<file path="src/logic/cet_defs.svh">
`ifndef CET_DEFS_SVH
`define CET_DEFS_SVH

// ----------------------------------------------------------------
// register offsets (byte addresses)
// ----------------------------------------------------------------
`define CET_OFF_CTRL        8'h00
`define CET_OFF_TEETH       8'h04
`define CET_OFF_STATUS      8'h08
`define CET_OFF_CLEAR       8'h0C

// ----------------------------------------------------------------
// control register fields
// ----------------------------------------------------------------
`define CET_CTRL_SYNC_EN    0
`define CET_CTRL_ENCODER    1
`define CET_CTRL_RETARD     2
`define CET_CTRL_FOUR       3
`define CET_CTRL_GATE       4
`define CET_CTRL_INVERT     5
`define CET_CTRL_OFS_LSB    8
`define CET_CTRL_EXT_LSB    16
`define CET_CTRL_RESET      32'h0000_0000
`define CET_TEETH_RESET     12'h03C

// ----------------------------------------------------------------
// status register fields
// ----------------------------------------------------------------
`define CET_STAT_SYNC       0
`define CET_STAT_FAULT      1
`define CET_STAT_CAM_LSB    2
`define CET_STAT_IDX_LSB    16
`define CET_CLEAR_BIT       0

// ----------------------------------------------------------------
// interpolation
// ----------------------------------------------------------------
`define CET_TICK_SHIFT      9
`define CET_TICK_LAST       9'h1FF

`endif

</file>
<file path="src/logic/cet_pkg.sv">
`default_nettype none
package cet_pkg;
    typedef enum logic [1:0] {
        cet_st_stop = 2'b00,
        cet_st_arm  = 2'b01,
        cet_st_sync = 2'b11
    } cet_state_t;

    typedef enum logic [1:0] {
        cet_cam_normal = 2'b00,
        cet_cam_high   = 2'b01,
        cet_cam_low    = 2'b10,
        cet_cam_error  = 2'b11
    } cet_cam_t;
endpackage
`default_nettype wire

</file>
<file path="src/logic/cet_tick_if.sv">
`default_nettype none
interface cet_tick_if;
    logic       tooth_evt;
    logic       run;
    logic       tick;
    logic [8:0] tick_pos;

    modport src    (output tooth_evt, output run, input tick, input tick_pos);
    modport interp (input tooth_evt, input run, output tick, output tick_pos);
endinterface
`default_nettype wire

</file>
<file path="src/logic/cet_angle_interp.sv">
`include "cet_defs.svh"
`default_nettype none
module cet_angle_interp (
    input  wire logic   clk,
    input  wire logic   sys_rst,
    cet_tick_if.interp  tk
);
    logic [23:0] period_cnt_reg;
    logic [23:0] period_reg;
    logic [23:0] timer_reg;
    logic [23:0] step;
    logic        tick_reg;
    logic [8:0]  pos_reg;

    // ----------------------------------------------------------------
    // tooth period measurement
    // ----------------------------------------------------------------
    always_ff @(posedge clk) begin
        if (sys_rst) begin
            period_cnt_reg <= 24'h000000;
            period_reg     <= 24'h000000;
        end else if (tk.tooth_evt) begin
            period_reg     <= period_cnt_reg + 24'h000001;
            period_cnt_reg <= 24'h000000;
        end else if (period_cnt_reg != 24'hFFFFFF) begin
            period_cnt_reg <= period_cnt_reg + 24'h000001;
        end
    end

    // slow teeth give a coarse step; never below one cycle
    assign step = ((period_reg >> `CET_TICK_SHIFT) == 24'h000000) ? 24'h000001
                : (period_reg >> `CET_TICK_SHIFT);

    // ----------------------------------------------------------------
    // tick generation, 512 per regular tooth of 512 cycles or more, one per cycle on shorter teeth
    // ----------------------------------------------------------------
    always_ff @(posedge clk) begin
        if (sys_rst) begin
            timer_reg <= 24'h000000;
            pos_reg   <= 9'h000;
            tick_reg  <= 1'b0;
        end else if (tk.tooth_evt || !tk.run) begin
            timer_reg <= 24'h000000;
            pos_reg   <= 9'h000;
            tick_reg  <= tk.tooth_evt && tk.run;
        end else if (pos_reg != `CET_TICK_LAST && timer_reg + 24'h000001 >= step) begin
            timer_reg <= 24'h000000;
            pos_reg   <= pos_reg + 9'h001;
            tick_reg  <= 1'b1;
        end else begin
            timer_reg <= timer_reg + 24'h000001;
            tick_reg  <= 1'b0;
        end
    end

    assign tk.tick     = tick_reg;
    assign tk.tick_pos = pos_reg;
endmodule // cet_angle_interp
`default_nettype wire

</file>
<file path="src/logic/cet_tracker.sv">
// Register access over APB and the address map were decided locally.
`include "cet_defs.svh"
`default_nettype none
module cet_tracker (
    input  wire logic        clk,
    input  wire logic        sys_rst,
    input  wire logic [7:0]  paddr,
    input  wire logic        psel,
    input  wire logic        penable,
    input  wire logic        pwrite,
    input  wire logic [31:0] pwdata,
    output var  logic [31:0] prdata,
    output var  logic        pready,
    output var  logic        pslverr,
    input  wire logic        crank_tooth_input,
    input  wire logic        cam_phase_input,
    input  wire logic        index_reference_input,
    output var  logic [12:0] tooth_index,
    output var  logic        tracking_state,
    output var  logic        extra_tooth_missed_fault,
    output var  logic [1:0]  cam_pattern_report,
    output var  logic        angle_tick
);
    logic [31:0]         ctrl_reg;
    logic [11:0]         teeth_reg;
    logic [31:0]         rd_next;
    logic                wr_en;
    logic                mapped;
    logic                fault_clear;
    logic                sync_en, encoder, retard, four, gate_sel, invert;
    logic [7:0]          cam_ofs, cam_ext;
    logic                crank_d_reg, cam_d_reg, ref_d_reg;
    logic                crank_rise, cam_rise;
    logic [23:0]         since_reg, prev_int_reg;
    logic                short_gap, extra_evt, reg_evt;
    logic [12:0]         top, half;
    logic                shaped_reg, waiting_reg;
    logic [7:0]          ofs_left_reg, ext_left_reg;
    logic                cam_sig;
    logic                ref_level, ref_rise, ref_pend_reg, ref_hit;
    cet_pkg::cet_state_t state_reg;
    logic [12:0]         idx_reg;
    logic                fault_reg, extra_ok, miss;
    logic                samp_top_reg, samp_half_reg;
    cet_pkg::cet_cam_t   cam_rep_reg;
    cet_tick_if          tk ();

    // ----------------------------------------------------------------
    // apb slave, zero wait states
    // ----------------------------------------------------------------
    assign mapped = (paddr == `CET_OFF_CTRL) || (paddr == `CET_OFF_TEETH)
                 || (paddr == `CET_OFF_STATUS) || (paddr == `CET_OFF_CLEAR);
    assign wr_en       = psel && penable && pwrite && mapped;
    assign pready      = 1'b1;
    assign pslverr     = psel && penable && !mapped;
    assign fault_clear = wr_en && (paddr == `CET_OFF_CLEAR) && pwdata[`CET_CLEAR_BIT];

    always_ff @(posedge clk) begin
        if (sys_rst) begin
            ctrl_reg  <= `CET_CTRL_RESET;
            teeth_reg <= `CET_TEETH_RESET;
        end else if (wr_en && paddr == `CET_OFF_CTRL) begin
            ctrl_reg  <= pwdata & 32'h00FF_FF3F;
        end else if (wr_en && paddr == `CET_OFF_TEETH) begin
            teeth_reg <= pwdata[11:0];
        end
    end

    always_comb begin
        rd_next = 32'h0000_0000;
        case (paddr)
            `CET_OFF_CTRL:   rd_next = ctrl_reg;
            `CET_OFF_TEETH:  rd_next = {20'h00000, teeth_reg};
            `CET_OFF_STATUS: begin
                rd_next[`CET_STAT_SYNC]                    = tracking_state;
                rd_next[`CET_STAT_FAULT]                   = fault_reg;
                rd_next[`CET_STAT_CAM_LSB +: 2]            = cam_rep_reg;
                rd_next[`CET_STAT_IDX_LSB +: 13]           = idx_reg;
            end
            default:         rd_next = 32'h0000_0000;
        endcase
    end

    // read data captured in the setup phase so it is stable in access
    always_ff @(posedge clk) begin
        if (sys_rst) begin
            prdata <= 32'h0000_0000;
        end else if (psel && !penable && !pwrite) begin
            prdata <= rd_next;
        end
    end

    assign sync_en  = ctrl_reg[`CET_CTRL_SYNC_EN];
    assign encoder  = ctrl_reg[`CET_CTRL_ENCODER];
    assign retard   = ctrl_reg[`CET_CTRL_RETARD];
    assign four     = ctrl_reg[`CET_CTRL_FOUR];
    assign gate_sel = ctrl_reg[`CET_CTRL_GATE];
    assign invert   = ctrl_reg[`CET_CTRL_INVERT];
    assign cam_ofs  = ctrl_reg[`CET_CTRL_OFS_LSB +: 8];
    assign cam_ext  = ctrl_reg[`CET_CTRL_EXT_LSB +: 8];

    // ----------------------------------------------------------------
    // tooth edges and spacing
    // ----------------------------------------------------------------
    always_ff @(posedge clk) begin
        if (sys_rst) begin
            crank_d_reg <= 1'b0;
            cam_d_reg   <= 1'b0;
            ref_d_reg   <= 1'b0;
        end else begin
            crank_d_reg <= crank_tooth_input;
            cam_d_reg   <= cam_phase_input;
            ref_d_reg   <= ref_level;
        end
    end

    assign crank_rise = crank_tooth_input && !crank_d_reg;
    assign cam_rise   = cam_phase_input && !cam_d_reg;

    always_ff @(posedge clk) begin
        if (sys_rst) begin
            since_reg    <= 24'h000000;
            prev_int_reg <= 24'h000000;
        end else if (crank_rise) begin
            since_reg    <= 24'h000001;
            prev_int_reg <= since_reg;
        end else if (since_reg != 24'hFFFFFF) begin
            since_reg    <= since_reg + 24'h000001;
        end
    end

    // an interval under half the previous one marks the extra tooth pair:
    // advanced, this edge is the extra tooth; retarded, the extra tooth was
    // the previous edge, which had already stepped, so this one does not
    assign short_gap = (prev_int_reg != 24'h000000)
                    && ({since_reg, 1'b0} < {1'b0, prev_int_reg});
    assign extra_evt = !encoder && crank_rise && short_gap;
    assign reg_evt   = crank_rise && !extra_evt;

    assign half = {1'b0, teeth_reg} - 13'h0001;
    assign top  = four ? ({teeth_reg, 1'b0} - 13'h0001) : half;

    // ----------------------------------------------------------------
    // cam offset and extension, in regular teeth
    // ----------------------------------------------------------------
    always_ff @(posedge clk) begin
        if (sys_rst) begin
            waiting_reg  <= 1'b0;
            shaped_reg   <= 1'b0;
            ofs_left_reg <= 8'h00;
            ext_left_reg <= 8'h00;
        end else if (cam_rise) begin
            waiting_reg  <= 1'b1;
            ofs_left_reg <= cam_ofs;
        end else if (reg_evt && waiting_reg) begin
            if (ofs_left_reg == 8'h00) begin
                waiting_reg  <= 1'b0;
                shaped_reg   <= 1'b1;
                ext_left_reg <= cam_ext;
            end else begin
                ofs_left_reg <= ofs_left_reg - 8'h01;
            end
        end else if (reg_evt && shaped_reg) begin
            if (ext_left_reg == 8'h00) begin
                shaped_reg   <= 1'b0;
            end else begin
                ext_left_reg <= ext_left_reg - 8'h01;
            end
        end
    end

    // with no adjustment set the raw cam level passes straight through
    assign cam_sig = (cam_ofs == 8'h00 && cam_ext == 8'h00) ? cam_phase_input
                   : shaped_reg;

    // ----------------------------------------------------------------
    // index reference path
    // ----------------------------------------------------------------
    always_comb begin
        ref_level = index_reference_input ^ invert;
        if (four && gate_sel) begin
            ref_level = ref_level && cam_sig;
        end
    end

    // in 360 degree mode the ungated index takes the cam role
    assign ref_rise = ref_level && !ref_d_reg;
    assign ref_hit  = encoder && crank_rise && ref_pend_reg;

    always_ff @(posedge clk) begin
        if (sys_rst) begin
            ref_pend_reg <= 1'b0;
        end else if (ref_rise) begin
            ref_pend_reg <= 1'b1;
        end else if (ref_hit || !encoder) begin
            ref_pend_reg <= 1'b0;
        end
    end

    // ----------------------------------------------------------------
    // synchronisation and tooth index
    // ----------------------------------------------------------------
    assign extra_ok = (idx_reg == top) || (four && idx_reg == half);
    assign miss = (state_reg == cet_pkg::cet_st_sync)
               && ((extra_evt && !extra_ok) || (ref_hit && idx_reg != top));

    always_ff @(posedge clk) begin
        if (sys_rst) begin
            fault_reg <= 1'b0;
        end else if (miss) begin
            fault_reg <= 1'b1;
        end else if (fault_clear) begin
            fault_reg <= 1'b0;
        end
    end

    always_ff @(posedge clk) begin
        if (sys_rst) begin
            state_reg <= cet_pkg::cet_st_stop;
            idx_reg   <= 13'h0000;
        end else if (!sync_en || miss) begin
            state_reg <= cet_pkg::cet_st_stop;
            idx_reg   <= 13'h0000;
        end else begin
            case (state_reg)
                cet_pkg::cet_st_stop: begin
                    idx_reg <= 13'h0000;
                    if (!fault_reg) begin
                        state_reg <= cet_pkg::cet_st_arm;
                    end
                end
                cet_pkg::cet_st_arm: begin
                    // top here means the next regular tooth becomes zero
                    if (extra_evt && (!four || cam_sig)) begin
                        state_reg <= cet_pkg::cet_st_sync;
                        idx_reg   <= top;
                    end else if (ref_hit) begin
                        state_reg <= cet_pkg::cet_st_sync;
                        idx_reg   <= 13'h0000;
                    end
                end
                cet_pkg::cet_st_sync: begin
                    // cam ignored here: the extra tooth, or the index in encoder mode, holds phase
                    if (reg_evt) begin
                        idx_reg <= (idx_reg >= top) ? 13'h0000
                                 : idx_reg + 13'h0001;
                    end
                end
                default: begin
                    state_reg <= cet_pkg::cet_st_stop;
                    idx_reg   <= 13'h0000;
                end
            endcase
        end
    end

    // ----------------------------------------------------------------
    // cam pattern report
    // ----------------------------------------------------------------
    always_ff @(posedge clk) begin
        if (sys_rst) begin
            samp_top_reg  <= 1'b1;
            samp_half_reg <= 1'b0;
        end else if (state_reg == cet_pkg::cet_st_sync && four && extra_evt && extra_ok) begin
            if (idx_reg == top) begin
                samp_top_reg  <= cam_sig;
            end else begin
                samp_half_reg <= cam_sig;
            end
        end
    end

    always_ff @(posedge clk) begin
        if (sys_rst) begin
            cam_rep_reg <= cet_pkg::cet_cam_normal;
        end else begin
            case ({samp_top_reg, samp_half_reg})
                2'b10:   cam_rep_reg <= cet_pkg::cet_cam_normal;
                2'b11:   cam_rep_reg <= cet_pkg::cet_cam_high;
                2'b00:   cam_rep_reg <= cet_pkg::cet_cam_low;
                default: cam_rep_reg <= cet_pkg::cet_cam_error;
            endcase
        end
    end

    // ----------------------------------------------------------------
    // angle interpolation and outputs
    // ----------------------------------------------------------------
    assign tk.tooth_evt = reg_evt;
    assign tk.run       = (state_reg == cet_pkg::cet_st_sync);

    cet_angle_interp u_interp (
        .clk     (clk),
        .sys_rst (sys_rst),
        .tk      (tk.interp)
    );

    assign tooth_index              = idx_reg;
    assign tracking_state           = (state_reg == cet_pkg::cet_st_sync);
    assign extra_tooth_missed_fault = fault_reg;
    assign cam_pattern_report       = cam_rep_reg;
    assign angle_tick               = tk.tick;
endmodule // cet_tracker
`default_nettype wire

</file>
<file path="config.mk">
export PLATFORM = sky130hd
export DESIGN_NAME = cet_tracker
export DESIGN_NICKNAME = d
export VERILOG_FILES = /design/src/logic/cet_pkg.sv /design/src/logic/cet_tick_if.sv /design/src/logic/cet_angle_interp.sv /design/src/logic/cet_tracker.sv
export VERILOG_INCLUDE_DIRS = /design/src /design/src/logic
export SDC_FILE = /design/constraint.sdc
export NUM_CORES = 1
export LEC_CHECK = 0
export BUFFER_PORTS_ARGS = -buffer_cell sky130_fd_sc_hd__clkbuf_2
export CAP_MARGIN = 25
export CELL_PAD_IN_SITES_DETAIL_PLACEMENT = 0
export CELL_PAD_IN_SITES_GLOBAL_PLACEMENT = 1
export CORE_MARGIN = 4
export CORE_UTILIZATION = 45
export CTS_CLUSTER_SIZE = 14
export DETAILED_ROUTE_END_ITERATION = 7
export HOLD_SLACK_MARGIN = 0.05
export PLACE_DENSITY = 0.79
export SYNTH_ARGS = -nofsm -noshare
export SYNTH_HDL_FRONTEND = slang
export SYNTH_SLANG_ARGS = --single-unit
export TNS_END_PERCENT = 30
</file>
<file path="constraint.sdc">
create_clock -name clk -period 4.5 [get_ports clk]
set_clock_uncertainty 0.2 [all_clocks]
set_input_delay 0.675 -clock clk [delete_from_list [all_inputs] [get_ports clk]]
set_output_delay 0.675 -clock clk [all_outputs]
set_load 0.05 [all_outputs]
</file>
### Word-level counts from Yosys, hierarchy flattened

Cells that the tools add are included.

* muxes and demuxes: 39
* order comparisons: 3
* reduce and logical (&&, ||, !) cells: 85
* add/subtract/negate cells: 9
* bitwise gates (word level): 5
* eq/ne operators: 19

Operators by type and width (number)
* $add A24 B1 Y24 const B: 3
* $mux W13: 5
* $mux W8: 7
* $pmux W13 S2: 2
* $ne A24 B24 Y1 const B: 2
* $logic_not A8 Y1: 5
* $logic_and A1 B1 Y1: 34
* $eq A13 B13 Y1: 2
* $lt A25 B24 Y1: 1
* $ge A24 B24 Y1: 1
* $logic_not A24 Y1: 1
* $pmux W12 S2: 1
* $reduce_bool A24 Y1: 1
* $mux W1: 17
* $eq A8 B4 Y1 const B: 2
* $sub A8 B1 Y8 const B: 2
* $mux W15: 1
* $reduce_bool A2 Y1: 7
* $add A13 B1 Y13 const B: 1
* $ge A13 B13 Y1: 1
* $ne A13 B13 Y1: 1
* $sub A12 B1 Y13 const B: 1
* $sub A13 B1 Y13 const B: 1
* $logic_not A1 Y1: 12
* 20 further kinds: 49

* bits in registers: 235
* output and inout bits: 52

### Logic depth before layout (Yosys ltp)

* depth in word-level cells: 10
* mapped depth: 18
* depth with buffers taken out: 15

### Hierarchy

From an unflattened synthesis, not the netlist that was laid out.

* cell total of the unflattened synthesis: 1517
* area total of the unflattened synthesis: 12192.9 um^2

Modules (own cells, without submodules)
* cet_tracker: cells an instance 1097, area each 8587.0 um^2, sequential area each 3062.9 um^2, instances 1
* cet_angle_interp: cells an instance 420, area each 3606.0 um^2, sequential area each 1461.4 um^2, instances 1

### Least setup slack after synthesis

OpenSTA, ideal clock, no wires.

* kind: register -> register
* start: register teeth_reg[0]
* end: register idx_reg[7], in the netlist tooth_index[7]
* clock period less this slack: 3.617 ns
* stages on the path, launching flop included: 19
* buffers on the path: 3
* data required time: 4.175 ns
* setup time: 0.125 ns
* setup slack: 0.883 ns
* arrival: 3.292 ns
* path through: dfxtp_1 > clkbuf_1 > inv_1 > ha_1 > clkbuf_1 > nand3_1 > a221oi_1 > a21oi_1 > a21o_1 > ha_1 > and4_1 > nand3_1 > nor3_1 > nor2_1 > nand3_1 > clkbuf_1 > nor4b_1 > o21ai_0 > a31oi_1

* longest elaborated chain between the ends: 10

Ends and longest elaborated chain
* start: declaration: line cet_tracker.sv:25 `logic [11:0] teeth_reg;`
* start signal: assignment: line cet_tracker.sv:61 `` teeth_reg <= `CET_TEETH_RESET; ``
* start signal: assignment: line cet_tracker.sv:65 `teeth_reg <= pwdata[11:0];`
* branches (longest 10 deep; another with $sub A13 B1 Y13)
* end signal: assignment: line cet_tracker.sv:236 `idx_reg <= top;`
* end signal: assignment: line cet_tracker.sv:245 `idx_reg <= (idx_reg >= top) ? 13'h0000`
* end: declaration: line cet_tracker.sv:42 `logic [12:0] idx_reg;`

Several ways; the timed one is not identified. The select of a mux whose other input is x is not followed.
A chain may end at the register's enable or synchronous reset.

### Worst setup path after layout

* start: register teeth_reg[2]
* end: register idx_reg[10], in the netlist tooth_index[10]

Same word-level chain as after synthesis.

==> flow_summary.yaml <==
hold_path:
  whs_path_depth: 3
  hold_class: "in2reg"
grt:
  overflow: 0
  grt_use_total_pct: 20.96
  antenna_found_initial: 0
  grt_pass1_vias: 10170
  grt_pass1_wl_um: 51600
  grt_max_degree: 71
detailed_routing:
  drt_pass1_iterations: 5
  drtIter0Drc: 639
  wl_per_cell_um: 16.55
  vias_per_cell: 5.567
  num_vias: 10590
  drc_errors: 0
  drt-total-wl_um: 31470
  ant_nets: 0
timing:
  fin_crit_sh_pct: 90.33
  final_hold_viol_count: 0
  maxSlewViolCount: 0
  final-setup-viol-count: 0
  max_freq_mhz: 246.0
  rsz0062_at_grt: "false"
  relSlewSlack_pct: 40.44
  setup_tns_ns: 0
  setup_ws_ns: 0.4352
  period_needed_ns: 4.065
  worst_slew_pin_slew_ns: 0.8865
cts:
  insertion_delay_ns: 0.53
  cts.repair.resized: 0
  cts_setup_buffers: 0
  cts_buffers: 27
  clk_pin_slew_ns: 0.06
  cts-hold-fix-buffers: 0
  cts_root_buffer: "clkbuf_16"
  h-tree-depth: 1
  cts_tree: "built"
  clk_path_buf_depth: 3
  cts.sinks: 226
synth:
  synth_top_family_by_area: "simple AND/OR/NAND/NOR gates"
  synth_seq_cells: 226
  synthDistinctLibCells: 73
  synth_area_um2: 12120
  async_flop_share_pct: 0
  synth_edf_count: 0
  synth_mux_area_share_pct: 3.560
  synthCells: 1494
  synth-seq-area-share_pct: 37.32
  avgSynthCellArea_um2: 8.115
  synthSimpleGateAreaFrac_pct: 25.45
  synthAdderAreaFrac_pct: 6.398
  synth_xor_area_share_pct: 6.677
  synth_ff_type: "dfxtp_1"
  synth_compound_area_share_pct: 15.46
  synth_warnings: 0
setup_path:
  critPathKind: "reg2reg"
  critPathCaptureType: "register"
  cp.arrival_ns: 4.27
  critPathRequiredTime_ns: 4.71
  critPathBufInv: 2
  r2r_cells: 16
  crit_path_top_delay_cell: "nor4_4"
  max_stage_delay_ns: 0.54
  cp_max_fo: 14
  cp_common_cell: "nand3_1"
  cp_num_cells: 16
  crit_chain: "nor4_4, nand3_1, a221oi_1, a21oi_1, a21o_1, ha_1, and4_1, nand3_1, nor3_1, nor2_1, buf_4, nand3_1, buf_4, nor4_1, o21ai_0, a31oi_1"
  start_kind: "register"
  path_delay_family: "simple AND/OR/NAND/NOR gates"
floorplanning:
  core-area_um2: 26280
  row_count: 59
  io_pins: 100
  initial_utilization_pct: 46.13
  die_area_um2: 29630
  die_h_um: 172.1
  die_x_um: 172.1
layout:
  fin_nets: 1657
  insertedDiodeCount: 0
  syn_to_final_growth_pct: 13.79
  drive_gt1_share_pct: 12.38
  post-route-util_pct: 52.49
  top_register: "prdata"
  largest_reg_flops: 29
power_and_ir_drop:
  fin_total_pwr_w: 0.004712
  powerDensity_nw_per_um2: 341.5
  ir_drop_uv: 250.0
  p_leak_nw: 5.320
status:
  outcome: "complete, no violations"
placement:
  dpl.hpwl_um: 22600
  dp_slack_ns: 0.4639
  gp_congestion: 0.8554
  io_buffer_count: 87
job:
  max_cap_viol_count: 0
==> through the flow <==
step / std cells / cell area [µm²] / hold slack (ns)
3_5_place_dp: 1853 / 12820 / 0.2095
4_1_cts: 1902 / 13800 / 0.1471
6_report: 1902 / 13800 / 0.1680
2_1_floorplan: 1496 / 12130 / 0.1918
5_1_grt: 1902 / 13800 / 0.1653
3_3_place_gp: 1851 / 12790 / 0.2055
==> cells by family (layout without fill, tap and decap cells) <==
group | Yosys count | count (layout)
other | 2 | 4
buffers and inverters | 154 | 225
AND/OR/NAND/NOR | 626 | 626
multiplexers | 41 | 41
adder cells (fa/ha/maj) | 62 | 62
flip-flops | 226 | 226
XOR/XNOR | 89 | 89
AO/OA/AOI/OAI | 294 | 294
==> synthesized netlist by cell type, types with 17 or more instances <==
cell | n | area, µm²
a21oi_1 | 115 | 575.6
xnor2_1 | 31 | 271.5
o21ai_0 | 43 | 215.2
a211oi_1 | 31 | 232.7
nand2_1 | 171 | 641.9
ha_1 | 62 | 775.7
xor2_1 | 56 | 490.5
dfxtp_1 | 226 | 4524
and3_1 | 35 | 219.0
mux2_2 | 17 | 191.4
clkbuf_1 | 60 | 225.2
mux2i_1 | 24 | 240.2
nor2_1 | 157 | 589.3
inv_1 | 64 | 240.2
nor2b_1 | 20 | 125.1
nor3_1 | 31 | 155.2
nor4_1 | 24 | 150.1
nand3_1 | 64 | 320.3
nand4_1 | 33 | 206.5
==> per-layer routing <==
metal	up-vias	GRT usage, %	routed length [µm]
li1	5379	-	-
met1	4966	28.45	14990
met2	193	35.17	14530
met3	50	2.949	1101
met4	0	5.605	854
met5	-	0	0
==> cell usage in the layout (no fill, tap or decap), types with 9 or more instances in the layout <==
cell,n
o21ai_0,43
xor2_1,56
a21oi_1,115
a221oi_1,11
nand3_1,64
nand4_1,33
clkbuf_2,86
nor2_1,157
mux2_2,17
dfxtp_1,226
or3_1,16
ha_1,62
a31oi_1,9
nor3_1,31
a22oi_1,16
nand2b_1,15
and3_1,35
xnor2_1,31
mux2i_1,24
a211oi_1,31
nor2b_1,19
nand2_1,171
inv_1,64
buf_4,25
a21o_1,11
clkbuf_16,27
and4_1,9
nor4_1,23
and2_1,10
==> layout make-up <==
class / count / area (µm²)
Clock inverter: 13 / 219.0
Multi-Input combinational cell: 1116 / 7000
Clock buffer: 36 / 759.5
Inverter: 64 / 240.2
Tap cell: 335 / 419.2
Sequential cell: 226 / 4524
Timing Repair Buffer: 112 / 633.1
Fill cell: 2515 / 12480
==> final timing paths <==
path                                    from                     to  slack [ns]
worst min-delay path              pwdata[12]           ctrl_reg[12]        0.17
worst min register to register  samp_top_reg  cam_pattern_report[1]        0.22
worst max-delay path            teeth_reg[2]        tooth_index[10]        0.44
worst max register to register  teeth_reg[2]        tooth_index[10]        0.44
==> tightest hold or removal path: stages <==
cell and delay [ns]:
clkbuf_2 0.08, nand2_1 0.05, a21oi_1 0.05
==> report_power, final <==
group | internal (W) | switching (W) | total, W
Clock | 0.00152 | 0.000862 | 0.00238
Sequential | 0.00203 | 0.0000231 | 0.00205
Combinational | 0.0000981 | 0.000179 | 0.000277
Total | 0.00365 | 0.00106 | 0.00471
Note: power is estimated with default switching activity, not from simulation.
